## config.mk

```make
export PLATFORM = sky130hd
export DESIGN_NAME = swr_sleep_wake
export DESIGN_NICKNAME = d
export VERILOG_FILES = /design/src/include/swr_pkg.sv /design/src/hw/swr_sync3.sv /design/src/hw/swr_steal_duty.sv /design/src/hw/swr_sleep_wake.sv
export SDC_FILE = /design/constraint.sdc
export NUM_CORES = 1
export LEC_CHECK = 0
export BUFFER_PORTS_ARGS = -buffer_cell sky130_fd_sc_hd__buf_2
export CORE_AREA = 8 8 175 177
export DETAILED_ROUTE_END_ITERATION = 8
export DIE_AREA = 0 0 183 185
export PLACE_DENSITY = 0.68
export SETUP_SLACK_MARGIN = 0.4
export SYNTH_ARGS = -nofsm -noshare
export SYNTH_HDL_FRONTEND = slang
export SYNTH_HIERARCHICAL = 1
export SYNTH_SLANG_ARGS = --single-unit
```

## constraint.sdc

```tcl
create_clock -name sys_clk -period 3.7 [get_ports sys_clk]
set_input_delay 0.37 -clock sys_clk [delete_from_list [all_inputs] [get_ports sys_clk]]
set_output_delay 0.37 -clock sys_clk [all_outputs]
set_load 0.01 [all_outputs]
```

## src/include/swr_pkg.sv

```systemverilog
// Shared constants and types of the sleep, wake and counter block
package swr_pkg;

	// ------------------------------------------------------------
	// Register byte offsets
	// ------------------------------------------------------------
	localparam logic [7:0] ADR_WAKE_CTRL  = 8'h00;
	localparam logic [7:0] ADR_SLEEP_CTRL = 8'h04;
	localparam logic [7:0] ADR_STATUS     = 8'h08;
	localparam logic [7:0] ADR_PERIOD     = 8'h0C;
	localparam logic [7:0] ADR_COUNT      = 8'h10;
	localparam logic [7:0] ADR_STEAL      = 8'h14;
	localparam logic [7:0] ADR_TRIM       = 8'h18;

	// ------------------------------------------------------------
	// Field positions and widths
	// ------------------------------------------------------------
	localparam int EXT_N        = 4;
	localparam int OFF_W        = 6;
	localparam int TRIM_W       = 5;
	localparam int WC_TIMER_EN  = 0;
	localparam int WC_CNT_EN    = 1;
	localparam int WC_AUTO_ADC  = 3;
	localparam int WC_EXT_EN    = 8;
	localparam int WC_EXT_EDGE  = 12;
	localparam int WC_CNT_IEN   = 16;
	localparam int WC_EXT_IEN   = 20;
	localparam int SC_HIBER     = 0;
	localparam int SC_DOZE      = 1;
	localparam int SC_RETAIN    = 2;
	localparam int SC_XTAL_SEL  = 3;
	localparam int ST_SYNC      = 0;
	localparam int ST_HIBER_WK  = 1;
	localparam int ST_DOZE_WAKE = 2;
	localparam int ST_CNT       = 3;
	localparam int ST_EXT       = 4;
	localparam int BS_MODEM     = 0;
	localparam int BS_MANUAL    = 1;
	localparam int BS_UNTIL_IRQ = 2;
	localparam int BS_OFF       = 8;
	localparam int TR_COARSE    = 0;
	localparam int TR_FINE      = 8;

	// ------------------------------------------------------------
	// Writable bit masks and reset values
	// ------------------------------------------------------------
	localparam logic [31:0] WC_MASK    = 32'h00F1_FF0B;
	localparam logic [31:0] SC_MASK    = 32'h0000_000F;
	localparam logic [31:0] BS_MASK    = 32'h0000_3F07;
	localparam logic [31:0] TR_MASK    = 32'h0000_1F1F;
	localparam logic [31:0] RST_WORD   = 32'h0000_0000;
	localparam logic [31:0] RST_PERIOD = 32'h0000_0000;
	localparam logic [31:0] RST_TRIM   = 32'h0000_0000;
	localparam logic [7:0]  RST_STATUS = 8'h00;

	// Power sequencing states
	typedef enum logic [2:0] {
		PWR_RUN,
		PWR_PRE_SLEEP,
		PWR_SLEEP,
		PWR_ADC,
		PWR_WAKE_SYNC
	} swr_pwr_t;

endpackage : swr_pkg

```

## src/hw/swr_sync3.sv

```systemverilog
// Three-stage input synchroniser with agreement filter
`timescale 1ns/100ps
module swr_sync3 (
	input  wire logic sys_clk,
	input  wire logic reset_n,
	input  wire logic asyncIn,
	output logic      syncOut
);

	typedef struct packed {
		logic [2:0] chain;
		logic       level;
	} swr_sync_st_t;

	swr_sync_st_t s_ff;
	swr_sync_st_t nxt_s;

	// ------------------------------------------------------------
	// Shift and filter
	// ------------------------------------------------------------
	// Stage 0 feeds only stage 1; level follows once stages 1 and 2 agree
	always_comb begin
		nxt_s = s_ff;
		nxt_s.chain = {s_ff.chain[1:0], asyncIn};
		if (s_ff.chain[1] == s_ff.chain[2]) begin
			nxt_s.level = s_ff.chain[2];
		end
	end

	always_ff @(posedge sys_clk or negedge reset_n) begin
		if (!reset_n) begin
			s_ff <= '0;
		end else begin
			s_ff <= nxt_s;
		end
	end

	assign syncOut = s_ff.level;
endmodule : swr_sync3

```

## src/hw/swr_steal_duty.sv

```systemverilog
// Bus steal duty cycle generator with DMA priority
`timescale 1ns/100ps
module swr_steal_duty (
	input  wire logic                    sys_clk,
	input  wire logic                    reset_n,
	input  wire logic                    stealReq,
	input  wire logic                    dmaReq,
	input  wire logic [swr_pkg::OFF_W-1:0] offTime,
	output logic                         stealActive
);

	typedef struct packed {
		logic [swr_pkg::OFF_W-1:0] phase;
	} swr_duty_st_t;

	swr_duty_st_t s_ff;
	swr_duty_st_t nxt_s;
	logic         offPhase;

	// ------------------------------------------------------------
	// Duty counter
	// ------------------------------------------------------------
	// Steal offTime cycles, then hand the CPU one cycle; a zero off-time never steals
	always_comb begin
		nxt_s = s_ff;
		offPhase = s_ff.phase < offTime;
		if (!stealReq) begin
			nxt_s.phase = '0;
		end else if (offPhase) begin
			nxt_s.phase = s_ff.phase + 6'h01;
		end else begin
			nxt_s.phase = '0;
		end
	end

	always_ff @(posedge sys_clk or negedge reset_n) begin
		if (!reset_n) begin
			s_ff <= '0;
		end else begin
			s_ff <= nxt_s;
		end
	end

	// DMA always wins the bus at once
	assign stealActive = stealReq && offPhase && !dmaReq;
endmodule : swr_steal_duty

```

## src/hw/swr_sleep_wake.sv

```systemverilog
// Sleep, wake, real-time counter and bus steal control core
// Operation
// - 32-bit counter runs on selected slow clock
// - Time-outs only while wake control bit 1
// - Time-out interrupt only while bit 16 set
// - Time-out sets status bit 3
// - Timer or counter wake sets matching flag
// - Next point is count plus period
// - Count register reads whole in one access
// - Four wake inputs, level or edge, interrupt
// - Entry sets sync flag, waits software clear
// - Exit sets sync flag, waits software clear
// - Auto ADC only while wake bit 3
// - Hibernate counter wake halts CPU, timer wakes normally
// - Halted wake: oscillator, steal, one conversion
// - ADC done quietly: back to hibernate
// - ADC interrupt releases steal, CPU runs
// - Trims reset zero, kept across hibernate
// - Modem steal only during modem activity
// - Manual steal continues until cleared
// - Wait mode steals until interrupt request
// - Duty from off-time, DMA always first
`timescale 1ns/100ps
module swr_sleep_wake (
	input  wire logic                        sys_clk,
	input  wire logic                        reset_n,
	input  wire logic                        wb_cyc_i,
	input  wire logic                        wb_stb_i,
	input  wire logic                        wb_we_i,
	input  wire logic [7:0]                  wb_adr_i,
	input  wire logic [3:0]                  wb_sel_i,
	input  wire logic [31:0]                 wb_dat_i,
	output logic      [31:0]                 wb_dat_o,
	output logic                             wb_ack_o,
	input  wire logic                        ringOscIn,
	input  wire logic                        xtalOscIn,
	input  wire logic [swr_pkg::EXT_N-1:0]   externalWakeInputs,
	input  wire logic                        wakeTimerExpire,
	input  wire logic                        modemActive,
	input  wire logic                        dmaReq,
	input  wire logic                        anyIrqReq,
	input  wire logic                        adcDone,
	input  wire logic                        adcIrq,
	output logic                             counterIrqReq,
	output logic                             extIrqReq,
	output logic                             sleepPowerDown,
	output logic                             refOscEnable,
	output logic                             adcStart,
	output logic                             busStealActive,
	output logic                             cpuHalt,
	output logic                             processorRetention,
	output logic [swr_pkg::TRIM_W-1:0]       crystalCoarseTrim,
	output logic [swr_pkg::TRIM_W-1:0]       crystalFineTrim
);

	typedef struct packed {
		swr_pkg::swr_pwr_t          state;
		logic                       inHiber;
		logic                       lfPrev;
		logic [swr_pkg::EXT_N-1:0]  extPrev;
		logic                       irqSeen;
		logic [31:0]                count;
		logic [31:0]                nextPoint;
		logic [31:0]                period;
		logic [31:0]                wakeCtrl;
		logic [31:0]                sleepCtrl;
		logic [31:0]                stealCtrl;
		logic [31:0]                trim;
		logic [7:0]                 status;
		logic                       ack;
		logic [31:0]                rdData;
		logic                       adcStart;
	} swr_core_st_t;

	localparam swr_core_st_t CORE_RST = '{
		state:     swr_pkg::PWR_RUN,
		period:    swr_pkg::RST_PERIOD,
		trim:      swr_pkg::RST_TRIM,
		status:    swr_pkg::RST_STATUS,
		default:   '0
	};

	swr_core_st_t               s_ff;
	swr_core_st_t               nxt_s;
	logic [swr_pkg::EXT_N+1:0]  rawIn;
	logic [swr_pkg::EXT_N+1:0]  syncIn;
	logic                       lfLevel;
	logic                       lfTick;
	logic                       cntHit;
	logic [swr_pkg::EXT_N-1:0]  extEvt;
	logic                       wakeTimer;
	logic                       wakeAny;
	logic                       busReq;
	logic                       wrAcc;
	logic [7:0]                 stsClr;
	logic [7:0]                 stsSet;
	logic                       stealReq;
	logic                       stealActive;

	// ------------------------------------------------------------
	// Byte-lane merge for register writes
	// ------------------------------------------------------------
	function automatic logic [31:0] swr_merge(input logic [31:0] oldVal,
		input logic [31:0] wrVal, input logic [3:0] sel, input logic [31:0] mask);
		logic [31:0] res;
		res = oldVal;
		for (int b = 0; b < 4; b++) begin
			if (sel[b]) begin
				res[8*b +: 8] = wrVal[8*b +: 8];
			end
		end
		return res & mask;
	endfunction : swr_merge

	// ------------------------------------------------------------
	// Pin synchronisers
	// ------------------------------------------------------------
	// Oscillator and wake pins are all foreign to sys_clk
	assign rawIn = {externalWakeInputs, xtalOscIn, ringOscIn};

	generate
		for (genvar i = 0; i < swr_pkg::EXT_N + 2; i++) begin : g_sync
			swr_sync3 u_sync (
				.sys_clk (sys_clk),
				.reset_n (reset_n),
				.asyncIn (rawIn[i]),
				.syncOut (syncIn[i])
			);
		end
	endgenerate

	// ------------------------------------------------------------
	// Bus steal duty engine
	// ------------------------------------------------------------
	swr_steal_duty u_steal (
		.sys_clk     (sys_clk),
		.reset_n     (reset_n),
		.stealReq    (stealReq),
		.dmaReq      (dmaReq),
		.offTime     (s_ff.stealCtrl[swr_pkg::BS_OFF +: swr_pkg::OFF_W]),
		.stealActive (stealActive)
	);

	// ------------------------------------------------------------
	// Next-state logic
	// ------------------------------------------------------------
	always_comb begin
		nxt_s = s_ff;
		nxt_s.adcStart = 1'b0;
		stsSet = 8'h00;
		stsClr = 8'h00;
		busReq = wb_cyc_i && wb_stb_i && !s_ff.ack;
		wrAcc = wb_cyc_i && wb_stb_i && wb_we_i && s_ff.ack;

		// Slow clock edge as an enable; switching source may add or drop one tick
		lfLevel = s_ff.sleepCtrl[swr_pkg::SC_XTAL_SEL] ? syncIn[1] : syncIn[0];
		lfTick = lfLevel && !s_ff.lfPrev;
		nxt_s.lfPrev = lfLevel;
		if (lfTick) begin
			nxt_s.count = s_ff.count + 32'h0000_0001;
		end

		// Time-out on equality, re-armed in the same cycle
		cntHit = s_ff.wakeCtrl[swr_pkg::WC_CNT_EN] && (s_ff.count == s_ff.nextPoint);
		if (cntHit) begin
			nxt_s.nextPoint = s_ff.count + s_ff.period;
			stsSet[swr_pkg::ST_CNT] = 1'b1;
		end

		// External wake detection per input
		for (int i = 0; i < swr_pkg::EXT_N; i++) begin
			extEvt[i] = s_ff.wakeCtrl[swr_pkg::WC_EXT_EN + i] &&
				(s_ff.wakeCtrl[swr_pkg::WC_EXT_EDGE + i] ?
				(syncIn[i+2] && !s_ff.extPrev[i]) : syncIn[i+2]);
		end
		nxt_s.extPrev = syncIn[swr_pkg::EXT_N+1:2];
		stsSet[swr_pkg::ST_EXT +: swr_pkg::EXT_N] = extEvt;

		wakeTimer = wakeTimerExpire && s_ff.wakeCtrl[swr_pkg::WC_TIMER_EN];
		wakeAny = wakeTimer || cntHit || (|extEvt);

		// Power sequencing
		unique case (s_ff.state)
			swr_pkg::PWR_RUN: begin
				if (s_ff.sleepCtrl[swr_pkg::SC_HIBER] || s_ff.sleepCtrl[swr_pkg::SC_DOZE]) begin
					nxt_s.inHiber = s_ff.sleepCtrl[swr_pkg::SC_HIBER];
					stsSet[swr_pkg::ST_SYNC] = 1'b1;
					nxt_s.state = swr_pkg::PWR_PRE_SLEEP;
				end
			end
			swr_pkg::PWR_PRE_SLEEP: begin
				if (!s_ff.status[swr_pkg::ST_SYNC]) begin
					nxt_s.state = swr_pkg::PWR_SLEEP;
				end
			end
			swr_pkg::PWR_SLEEP: begin
				if (s_ff.inHiber && s_ff.wakeCtrl[swr_pkg::WC_AUTO_ADC] && cntHit && !wakeTimer) begin
					nxt_s.adcStart = 1'b1;
					nxt_s.state = swr_pkg::PWR_ADC;
				end else if (wakeAny) begin
					if (wakeTimer || cntHit) begin
						stsSet[swr_pkg::ST_HIBER_WK] = s_ff.inHiber;
						stsSet[swr_pkg::ST_DOZE_WAKE] = !s_ff.inHiber;
					end
					stsSet[swr_pkg::ST_SYNC] = 1'b1;
					nxt_s.state = swr_pkg::PWR_WAKE_SYNC;
				end
			end
			swr_pkg::PWR_ADC: begin
				if (adcIrq) begin
					nxt_s.state = swr_pkg::PWR_RUN;
				end else if (adcDone) begin
					nxt_s.state = swr_pkg::PWR_SLEEP;
				end
			end
			swr_pkg::PWR_WAKE_SYNC: begin
				if (!s_ff.status[swr_pkg::ST_SYNC]) begin
					nxt_s.state = swr_pkg::PWR_RUN;
				end
			end
			default: begin
				nxt_s.state = swr_pkg::PWR_RUN;
			end
		endcase

		// Request bits drop once the sequence has taken them
		if (s_ff.state == swr_pkg::PWR_RUN && nxt_s.state == swr_pkg::PWR_PRE_SLEEP) begin
			nxt_s.sleepCtrl[swr_pkg::SC_HIBER] = 1'b0;
			nxt_s.sleepCtrl[swr_pkg::SC_DOZE] = 1'b0;
		end

		// Register writes land at the edge where the master sees ack
		if (wrAcc) begin
			unique case (wb_adr_i)
				swr_pkg::ADR_WAKE_CTRL:
					nxt_s.wakeCtrl = swr_merge(s_ff.wakeCtrl, wb_dat_i, wb_sel_i,
						swr_pkg::WC_MASK);
				swr_pkg::ADR_SLEEP_CTRL:
					nxt_s.sleepCtrl = swr_merge(s_ff.sleepCtrl, wb_dat_i, wb_sel_i,
						swr_pkg::SC_MASK);
				swr_pkg::ADR_STATUS:
					stsClr = wb_sel_i[0] ? wb_dat_i[7:0] : 8'h00;
				swr_pkg::ADR_PERIOD: begin
					nxt_s.period = swr_merge(s_ff.period, wb_dat_i, wb_sel_i, 32'hFFFF_FFFF);
					nxt_s.nextPoint = s_ff.count + nxt_s.period;
				end
				swr_pkg::ADR_STEAL: begin
					nxt_s.stealCtrl = swr_merge(s_ff.stealCtrl, wb_dat_i, wb_sel_i,
						swr_pkg::BS_MASK);
					nxt_s.irqSeen = 1'b0;
				end
				swr_pkg::ADR_TRIM:
					nxt_s.trim = swr_merge(s_ff.trim, wb_dat_i, wb_sel_i,
						swr_pkg::TR_MASK);
				default: begin
				end
			endcase
		end

		// Set beats clear so no event is lost to a racing W1C
		nxt_s.status = (s_ff.status & ~stsClr) | stsSet;

		// Wait-for-interrupt latch; a fresh interrupt beats a steal rewrite
		if (s_ff.stealCtrl[swr_pkg::BS_MODEM] && s_ff.stealCtrl[swr_pkg::BS_UNTIL_IRQ] &&
			anyIrqReq) begin
			nxt_s.irqSeen = 1'b1;
		end

		// Read path; the count is captured whole in one access
		nxt_s.ack = busReq;
		if (busReq) begin
			unique case (wb_adr_i)
				swr_pkg::ADR_WAKE_CTRL:  nxt_s.rdData = s_ff.wakeCtrl;
				swr_pkg::ADR_SLEEP_CTRL: nxt_s.rdData = s_ff.sleepCtrl;
				swr_pkg::ADR_STATUS:     nxt_s.rdData = {24'h00_0000, s_ff.status};
				swr_pkg::ADR_PERIOD:     nxt_s.rdData = s_ff.period;
				swr_pkg::ADR_COUNT:      nxt_s.rdData = s_ff.count;
				swr_pkg::ADR_STEAL:      nxt_s.rdData = s_ff.stealCtrl;
				swr_pkg::ADR_TRIM:       nxt_s.rdData = s_ff.trim;
				default:                 nxt_s.rdData = swr_pkg::RST_WORD;
			endcase
		end
	end

	// ------------------------------------------------------------
	// State register
	// ------------------------------------------------------------
	// Trims reset only here, so a hibernate cycle keeps them
	always_ff @(posedge sys_clk or negedge reset_n) begin
		if (!reset_n) begin
			s_ff <= CORE_RST;
		end else begin
			s_ff <= nxt_s;
		end
	end

	// ------------------------------------------------------------
	// Bus steal request selection
	// ------------------------------------------------------------
	assign stealReq = s_ff.stealCtrl[swr_pkg::BS_MANUAL] ||
		(s_ff.stealCtrl[swr_pkg::BS_MODEM] && s_ff.stealCtrl[swr_pkg::BS_UNTIL_IRQ] &&
		!s_ff.irqSeen) ||
		(s_ff.stealCtrl[swr_pkg::BS_MODEM] && !s_ff.stealCtrl[swr_pkg::BS_UNTIL_IRQ] &&
		modemActive);

	// ------------------------------------------------------------
	// Outputs
	// ------------------------------------------------------------
	assign wb_dat_o           = s_ff.rdData;
	assign wb_ack_o           = s_ff.ack;
	assign counterIrqReq      = s_ff.status[swr_pkg::ST_CNT] &&
		s_ff.wakeCtrl[swr_pkg::WC_CNT_IEN];
	assign extIrqReq          = |(s_ff.status[swr_pkg::ST_EXT +: swr_pkg::EXT_N] &
		s_ff.wakeCtrl[swr_pkg::WC_EXT_IEN +: swr_pkg::EXT_N]);
	assign sleepPowerDown     = s_ff.state == swr_pkg::PWR_SLEEP;
	// Doze keeps the reference running; hibernate stops it until a wake
	assign refOscEnable       = !(s_ff.state == swr_pkg::PWR_SLEEP && s_ff.inHiber);
	assign adcStart           = s_ff.adcStart;
	assign busStealActive     = stealActive;
	// Auto conversion halts the CPU from the ADC state, apart from the steal engine, but still yields to DMA
	assign cpuHalt            = stealActive ||
		(s_ff.state == swr_pkg::PWR_ADC && !dmaReq);
	assign processorRetention = s_ff.sleepCtrl[swr_pkg::SC_RETAIN];
	assign crystalCoarseTrim  = s_ff.trim[swr_pkg::TR_COARSE +: swr_pkg::TRIM_W];
	assign crystalFineTrim    = s_ff.trim[swr_pkg::TR_FINE +: swr_pkg::TRIM_W];
endmodule : swr_sleep_wake

```

==> results, run 1 <==
- The worst-case headroom to the max-slew limit is 24.0%.
- The number of synthesized flops with an enable pin is 0.
- The worst-case IR drop observed on VDD is 328 uV.
- The share of the synthesized area in the top cell type is 39.8%.
- The final-layout setup total negative slack is 0 ns.
- Once the floorplan was initialized, standard cells occupied 48.5% of the core.
- The worst path arrival time is 3.63 ns.
- The die width is 183 um.
- The number of global-route vias before repair is 11.0k.
- The count of nets left with antenna violations after detail routing is 0.
- The worst hold path passes through 3 cells.
- For this design the static power due to leakage is 7.32 nW.
- The first-pass GRT wire length is 65400 um.
- In this run the cell area measured after placement is 14500 sq um.
- Data on the critical path is required at its endpoint by 4.09 ns.
- Sequential cells were found to cover 39.8% of the synthesized design area.
- The flow ran to the end, and the final reports show no timing, DRC or antenna violations.
- The clock tree from TritonCTS is done.
- The peak clock frequency supported by timing is 0.308 GHz.
- The synthesis warning total is 6.
- The number of unique standard cell types used by synthesis is 79.
- After synthesis the cells add up to 13600 sq um.
- The maximum number of pins on one net before global-route repair is 93.
- The number of cell rows is 62.
- The number of filler cells placed in the layout is 2502.
- Yosys attributes the largest share of cell area to sky130_fd_sc_hd__dfrtp_1 40%, sky130_fd_sc_hd__mux2_2 7.8%, sky130_fd_sc_hd__ha_1 6.3%.
- Clock tree synthesis selected as its root buffer the cell sky130_fd_sc_hd__clkbuf_16.
- The critical path in this run is classified as register to register.
- The CTS clock-pin slew for the worst setup and hold paths is 0.07 ns.
- The initial antenna violation count came to 1.
- The clock skew is 0.0314 ns.
- Per report_power, the combinational group accounts for 11.8% of the total.
- The switching share of power is 25.9%.
- The largest buffer count on any clock path is 3.
- The type of element capturing the critical path is a register.
- From synthesis to final layout, the design area changed by 14.6%.
- The max-slew violation count is 0.
- The number of antenna diodes in the final layout is 0.
- At the end of routability-driven placement, the weighted congestion stood at 0.955.
- Max-cap violations in this run came to 0.
- The die outline area is 33900 sq um.
- For this block, the initial DRC count from the detailed router was 1383.
- The sequential share of power is 41.0%.
- TritonCTS created 25 clock buffers.
- The global-route congestion overflow total is 0.
- The count of mapped cells out of synthesis is 1406.
- The count of buffers added on input and output ports is 111.
- The number of hold violations in the final report is 0.
- The dominant cell type by area after synthesis is sky130_fd_sc_hd__dfrtp_1.
- Using the TritonRoute via totals, the vias-per-cell ratio works out to 6.00.
- The total setup violations reported at the end of the flow is 0.
- Setup repair after global routing could not meet its margin everywhere.
- The total area inside the core boundary comes to 28100 sq um.
- The clock network accounts for 47.2% of the total power.
- The detailed-router iteration count before antenna repair is 6.
- Dividing total power by cell area gives a power density of 389 nW/um^2.
- The fraction of layout cells with a size suffix above 1 is 22.0%.
- The time the worst path needs with I/O delays and setup is 3.24 ns.
- Dividing the detail-routed wire length by the instance count gives 22.2 um.
- The number of nets in the layout is 1638.
- In this run the number of H-tree levels came out at 1.
- The path class of the tightest hold or removal check is input port to register.
- The startpoint kind of the worst setup timing path is a register.
- The clock sink count is 217.
- The later-pin clock latency in the skew report is 0.56 ns.
- The total non-filler cell area in the finished layout is 15600 sq um.
- Cell internal power was estimated by the tool at 4.50 mW.
- In this run the count of I/O pins placed on the die edge is 112.
- The post-synthesis average cell area is 9.69 sq um.
- Global routing used 24.8% of the available tracks.
- The worst register-to-register path has a depth of 10.
- For this run, the leading register cell type out of synthesis is sky130_fd_sc_hd__dfrtp_1.
- In this run the power spent charging and discharging nets is 1.57 mW.
- The routed wire length is 42500 um.
- The detailed-route DRC error count is 0.
- The number of nets handed over by synthesis was 1538.
- The worst register-to-register path has a setup slack of 0.46 ns.
- The highest fanout seen on the critical path is 8.
- The total number of vias is 11.5k.
- The register bit total from synthesis is 217.
- The half-perimeter wire length after placement is 32600 um.
- For this run, asynchronously set or reset flops after synthesis account for 100%.
- The slew of the pin with the lowest slew margin is 1.14 ns.
- The worst path uses 87.6% of the clock period.
- Measured along the y axis, the die boundary spans 185 um.
## cell type report
cell class                      instances  area, sq um  share of cell area, %
Clock buffer                           30          664                   4.25
Clock inverter                         16          285                   1.83
Inverter                               32          120                  0.769
Multi-Input combinational cell       1062         7610                   48.7
Sequential cell                       217         5430                   34.8
Tap cell                              384          480                   3.08
Timing Repair Buffer                  168         1020                   6.55
## per-layer routing
metal	vias to the layer above	GRT usage (%)	share of wire, %	wire length [um]
met2	476	36.4	42	17800
met5	-	0	0	0
li1	5265	-	-	-
met4	0	7.68	3.1	1330
met1	5642	36.6	46	19600
met3	79	4.14	8.7	3700
## path summary, 6_finish.rpt
kind | start | endpoint
max in group asynchronous | reset_n | wb_dat_o[11]
worst max register to register | s_ff[235] | s_ff[229]
min in group asynchronous | reset_n | g_sync[4].u_sync/s_ff[3]
worst max-delay path | s_ff[235] | s_ff[229]
worst min register to register | g_sync[0].u_sync/nxt_s[2] | g_sync[0].u_sync/nxt_s[3]
worst min-delay path | anyIrqReq | s_ff[266]
## cell usage in the layout (no fill, tap or decap), types with 5 or more instances in the layout
master	n
sky130_fd_sc_hd__clkbuf_16	25
sky130_fd_sc_hd__nand2b_1	17
sky130_fd_sc_hd__o21ai_0	82
sky130_fd_sc_hd__nand4_1	17
sky130_fd_sc_hd__nand3b_1	5
sky130_fd_sc_hd__bufinv_16	7
sky130_fd_sc_hd__a221oi_1	5
sky130_fd_sc_hd__or3_1	6
sky130_fd_sc_hd__a211oi_1	23
sky130_fd_sc_hd__and2_1	8
sky130_fd_sc_hd__nand3_1	39
sky130_fd_sc_hd__and3_1	14
sky130_fd_sc_hd__mux2_2	94
sky130_fd_sc_hd__inv_1	32
sky130_fd_sc_hd__a31oi_1	9
sky130_fd_sc_hd__buf_4	49
sky130_fd_sc_hd__a22o_1	11
sky130_fd_sc_hd__o211ai_1	5
sky130_fd_sc_hd__dfrtp_1	215
sky130_fd_sc_hd__a221o_1	9
sky130_fd_sc_hd__buf_2	110
sky130_fd_sc_hd__dlygate4sd3_1	7
sky130_fd_sc_hd__mux2i_1	22
sky130_fd_sc_hd__and4_1	6
sky130_fd_sc_hd__xor2_1	52
sky130_fd_sc_hd__maj3_2	6
sky130_fd_sc_hd__o21bai_1	5
sky130_fd_sc_hd__o21a_1	7
sky130_fd_sc_hd__xnor2_1	62
sky130_fd_sc_hd__a22oi_1	14
sky130_fd_sc_hd__nand2_1	143
sky130_fd_sc_hd__ha_1	66
sky130_fd_sc_hd__a222oi_1	5
sky130_fd_sc_hd__nor2b_1	13
sky130_fd_sc_hd__a21o_1	28
sky130_fd_sc_hd__nor2_1	89
sky130_fd_sc_hd__nor4_1	6
sky130_fd_sc_hd__a21oi_1	88
sky130_fd_sc_hd__nor3_1	23
## stage by stage
stage                     power [mW]  std cells  utilization (%)  setup slack (ns)  hold WS (ns)
final                           6.07       1909             55.6             0.458        0.0715
after global routing            6.27       1909             55.6             0.374        0.0801
after CTS                       6.07       1904             55.2             0.382        0.0657
after detailed placement        3.21       1851             51.6             0.108         0.336
after global placement          3.21       1851             51.6             0.126         0.334
after floorplan                 2.92       1406                -             0.481        0.0744
## power groups by stage
stage	sequential (mW)	combinational [mW]	clock [mW]
floorplan	2.52	0.396	0
global placement	2.53	0.679	0
detailed placement	2.53	0.680	0
CTS	2.49	0.691	2.89
global route	2.49	0.782	3.00
finish	2.49	0.716	2.86
## kinds of logic after synthesis
kind of cell               after synthesis  synth area share [%]
AOI/OAI and AO/OA                      341                  16.4
muxes                                  119                  9.79
xor gates and xnor gates               114                  7.33
DFF                                    217                  39.8
buffers and inverters                  127                  4.88
adders and majority gates               77                  7.12
and+or+nand+nor                        411                  14.6
## cell usage after synthesis (all sizes together), types with 13 or more instances
cell    count
nor2       89
nand2     143
nand2b     17
a22oi      14
ha         69
inv        32
nor2b      13
o21ai      90
buf        60
dfrtp     217
mux2i      23
mux2       94
xnor2      62
nand4      17
a21o       28
a21oi      88
nand3      41
a211oi     26
nor3       24
and3       14
xor2       52
clkbuf     35
## critical path, cell delays in order, from the launching register on
cell	delay, ns
sky130_fd_sc_hd__dfrtp_2	0.47
sky130_fd_sc_hd__ha_1	0.31
sky130_fd_sc_hd__a211oi_1	0.41
sky130_fd_sc_hd__nor2_1	0.14
sky130_fd_sc_hd__a21o_1	0.24
sky130_fd_sc_hd__a221o_1	0.40
sky130_fd_sc_hd__o21ai_1	0.35
sky130_fd_sc_hd__o21ai_0	0.13
sky130_fd_sc_hd__o21ai_0	0.36
sky130_fd_sc_hd__and3_1	0.22
sky130_fd_sc_hd__a21oi_1	0.04
## sequential cells by signal (all words and copies together), names as in the netlist
signal	count
g_sync.u_sync/syncOut	6
g_sync.u_sync/s_ff	6
processorRetention	1
wb_dat_o	32
u_steal/s_ff	6
adcStart	1
g_sync.u_sync/nxt_s	12
crystalCoarseTrim	5
crystalFineTrim	5
s_ff	142
wb_ack_o	1
## timing repair
action | CTS | global route
gates resized for setup | 1 | 21
buffers inserted | 0 | 5
hold buffers | 7 | 0
hold endpoints to repair | 95 | 0
endpoints found under the setup margin | 2 | 10
pin swaps | 0 | 6
No activity file was read; power rests on OpenSTA's default activity.
==> run 2: changes to the inputs <==
--- a/config.mk
+++ b/config.mk
@@ -5,12 +5,14 @@
 export SDC_FILE = /design/constraint.sdc
 export NUM_CORES = 1
 export LEC_CHECK = 0
+export ABC_AREA = 1
 export BUFFER_PORTS_ARGS = -buffer_cell sky130_fd_sc_hd__buf_2
-export CORE_AREA = 8 8 175 177
+export CORE_AREA = 8 8 188 190
 export DETAILED_ROUTE_END_ITERATION = 8
-export DIE_AREA = 0 0 183 185
+export DIE_AREA = 0 0 196 198
 export PLACE_DENSITY = 0.68
 export SETUP_SLACK_MARGIN = 0.4
+export SKIP_LAST_GASP = 1
 export SYNTH_ARGS = -nofsm -noshare
 export SYNTH_HDL_FRONTEND = slang
 export SYNTH_HIERARCHICAL = 1
==> results, run 2 <==
- The run finished with clean final reports.
- The utilization after layout is 54.5% (-1.1 points).
- The total power divided by cell area is 348 nW/um^2 (-10%).
- The fraction of registers with async set or reset after synthesis is 100% (unchanged).
- The share of the synthesized area in the top cell type is 34.0% (-5.8 points).
- The buffers plus inverters on the worst setup path was 2 (+2).
- The detailed-route DRC error count is 0 (unchanged).
- The portion of the post-synthesis area used by sequential elements was 34.0% (-5.8 points).
- The register bit total from synthesis is 217 (unchanged).
- The first-pass GRT wire length is 91100 um (+39%).
- The data required time at the worst endpoint is 3.33 ns (-0.76 ns).
- The clock sink count is 217 (unchanged).
- The kind of critical path is register to output port.
- The sum of internal, switching and leakage power is 6.11 mW (+0.72%).
- The die outline area is 38800 sq um (+15%).
- The post-route fraction of the period consumed by the critical path came to 78.8% (-8.8 points).
- The maximum number of pins on one net before global-route repair was 89 (-4.3%).
- The largest register by flop count is s_ff.
- The highest cell delay on the worst timing path was 0.60 ns (+0.13 ns).
- The net count of the mapped netlist is 2579 (+68%).
- The most frequent cell after synthesis is sky130_fd_sc_hd__nand2_1.
- The max-slew violation count is 0 (unchanged).
- The total track usage is 30.5% (+5.8 points).
- The CTS clock-pin slew for the worst setup and hold paths is 0.06 ns (about the same).
- The effective utilization at floorplan is 49.6% (+1.1 points).
- The die width is 196 um (+7.1%).
- The placed instance area was 16700 sq um (+15%).
- The highest fanout seen on the critical path came to 6 (-2).
- The total non-filler cell area in the finished layout is 17500 sq um (+12%).
- The count of placed standard cells including taps is 2900 (+57%).
- The worst hold slack after final layout was 0.0587 ns (-0.0128 ns).
- The total setup violations reported at the end of the flow is 0 (unchanged).
- The synthesis warning total was 6 (unchanged).
- The peak clock frequency supported by timing came to 0.343 GHz (+11%).
- The final weighted congestion of routability-driven global placement came to 1.02 (+6.4%).
- The initial antenna violation count was 0 (-1).
- The signal on the critical path passes through inv_1, o311ai_0, nand3b_1, nor2_1, nand2_2, nor2_1, o21bai_1, buf_2.
- The post-synthesis average cell area came to 6.53 sq um (-33%).
- The final-layout setup total negative slack came to 0 ns (unchanged).
- The number of vias per cell is 5.46 (-9.0%).
- The level count of the clock H-tree is 1 (unchanged).
- The synthesis-to-finish area growth is 9.85%.
- The number of hold violations in the final report came to 0 (unchanged).
- In the layout the commonest cells are 886 x sky130_fd_sc_hd__nand2_1, 380 x sky130_fd_sc_hd__inv_1, 217 x sky130_fd_sc_hd__dfrtp_1.
- The worst path arrival time came to 2.55 ns (-1.08 ns).
- The type of element capturing the critical path is an output port.
- Setup repair after global routing left no endpoint under its margin.
- The maximum resistive drop on vdd is 436 uV (+33%).
- The global-route congestion overflow total is 0 (unchanged).
- The number of global-route vias before repair is 15.6k (+42%).
- The fraction of layout cells with a size suffix above 1 is 8.76% (-13 points).
- The die height is 198 um (+7.0%).
- The flip-flop cell with the highest count after synthesis is sky130_fd_sc_hd__dfrtp_1.
- The number of cell rows is 66 (+6.5%).
- The slew of the pin with the lowest slew margin is 0.782 ns (-0.358 ns).
- The half-perimeter wire length after placement came to 48400 um (+49%).
- The number of primary I/O pins was 112 (unchanged).
- TritonCTS built the clock tree.
- The class of the most critical hold timing path is input port to register.
- Ranked by total cell area, the synthesized netlist is headed by sky130_fd_sc_hd__dfrtp_1 34%, sky130_fd_sc_hd__nand2_1 21%, sky130_fd_sc_hd__inv_1 8.9%.
- The number of filler cells placed in the layout is 3275 (+31%).
- Counting stages on the worst path, the most repeated cell is sky130_fd_sc_hd__nor2_1.
- By count the netlist is led by 886 x sky130_fd_sc_hd__nand2_1, 380 x sky130_fd_sc_hd__inv_1, 217 x sky130_fd_sc_hd__dfrtp_1, 198 x sky130_fd_sc_hd__nor2_1, 149 x sky130_fd_sc_hd__nand3_1.
- The worst setup path is launched from a register.
- The core area is 32200 sq um (+15%).
- The largest buffer count on any clock path is 3 (unchanged).
- The leakage power is 9.75 nW (+33%).
- The count of instances resized after the clock tree is built is 0 (-1).
- The later-pin clock latency in the skew report is 0.56 ns (about the same).
- The number of unique standard cell types used by synthesis is 43 (-46%).
- The routed wirelength normalized by instance count is 20.3 um (-9.0%).
- The routed wire length is 59800 um (+41%).
- The root cell of the clock tree is sky130_fd_sc_hd__clkbuf_16.
- The count of nets left with antenna violations after detail routing is 0 (unchanged).
- The detailed-router iteration count before antenna repair is 6 (unchanged).
- The time the worst path needs with I/O delays and setup is 2.92 ns (-0.326 ns).
- The most common cell after layout, fill and taps aside is sky130_fd_sc_hd__nand2_1.
- The number of hold-repair buffers added at the cts stage is 7 (unchanged).
- The worst slack at placement is 0.752 ns (+0.643 ns).
- The number of buffers created by CTS was 25 (unchanged).
- The worst-case headroom to the max-slew limit was 47.8% (+24 points).
- The post-CTS setup buffer count was 0 (unchanged).
- The smallest setup slack after layout is 0.784 ns (+0.326 ns).
- The quantity of I/O buffers inserted on ports is 111 (unchanged).
- The cell type of the slowest stage on the worst timing path is sky130_fd_sc_hd__o311ai_0.
- The flip-flop count of the largest register after layout is 142 (unchanged).
- The count of mapped cells out of synthesis was 2447 (+74%).
- The total number of vias is 16.1k (+41%).
- The cell area after synthesis came to 16000 sq um (+17%).
- The number of synthesized flops with an enable pin is 0 (unchanged).
- The initial detailed-routing violation count was 1362 (-1.5%).
- The number of nets in the layout is 2658 (+62%).
- On the critical path the largest part of the delay comes from compound AO/OA/AOI/OAI gates.
- The count of placed standard cells in the final layout, fillers left out is 2954 (+55%).
- The biggest area contributor in the post-synthesis netlist is sky130_fd_sc_hd__dfrtp_1.
- The clock skew is 0.0128 ns (-0.0186 ns).
- The number of violations of the max-capacitance limit came to 0 (unchanged).
-- run 2: power by group --
group	switching (mW)	internal (mW)
sequential	0.108	2.43
combinational	0.725	0.335
clock	1.09	1.43
total	1.92	4.19
-- run 2: worst register-to-register path: stages (launching register included) --
cell and delay [ns]:
sky130_fd_sc_hd__dfrtp_1 0.38, sky130_fd_sc_hd__inv_1 0.12, sky130_fd_sc_hd__o21ai_0 0.44, sky130_fd_sc_hd__inv_1 0.12, sky130_fd_sc_hd__fa_1 0.48, sky130_fd_sc_hd__inv_1 0.10, sky130_fd_sc_hd__nand2_1 0.05, sky130_fd_sc_hd__nand3_1 0.16
sky130_fd_sc_hd__nand2_1 0.08, sky130_fd_sc_hd__nand2_1 0.15, sky130_fd_sc_hd__a21oi_1 0.10, sky130_fd_sc_hd__or2_2 0.28, sky130_fd_sc_hd__nand3_1 0.07, sky130_fd_sc_hd__nand2_1 0.06
-- run 2: final timing paths --
| kind | end | from | slack, ns | cells after the start |
|---|---|---|---|---|
| max reg2reg | s_ff[218] | s_ff[171] | 1.00 | 13 |
| min reg2reg | g_sync[2].u_sync/nxt_s[3] | g_sync[2].u_sync/nxt_s[2] | 0.35 | 0 |
| min | s_ff[266] | anyIrqReq | 0.06 | 3 |
| min in group asynchronous | s_ff[261] | reset_n | 0.41 | 2 |
| max | cpuHalt | s_ff[76] | 0.78 | 8 |
| max in group asynchronous | wb_dat_o[3] | reset_n | 2.36 | 3 |
-- run 2: cell families (layout without fill, tap and decap cells) --
family / Yosys count / in the layout / share of synthesized area (%)
buffers and inverters: 474 / 572 / 12.6
muxes: 7 / 7 / 0.494
other: 0 / 1 / 0
xor gates and xnor gates: 61 / 61 / 3.35
adders and majority gates: 71 / 71 / 5.66
and+or+nand+nor: 1349 / 1349 / 35.0
DFF: 217 / 217 / 34.0
AOI/OAI and AO/OA: 268 / 268 / 8.94
-- run 2: area by class of cell --
type                       instances  area [sq um]  area share (%)
multi-input combinational       1756          8540            48.7
sequential                       217          5430            31.0
inverter                         394          1480            8.43
timing repair buffer             132           766            4.36
clock buffer                      36           717            4.09
tap                              408           510            2.91
clock inverter                    10          98.8           0.563
antenna                            1          2.50          0.0143
-- run 2: per-layer routing --
layer / share of wire, % / vias to the layer above / track usage, %
met2: 45 / 623 / 49.7
met1: 42 / 7593 / 38.3
li1: - / 7785 / -
met4: 6.3 / 0 / 17.5
met5: 0 / - / 0
met3: 6.4 / 139 / 4.87
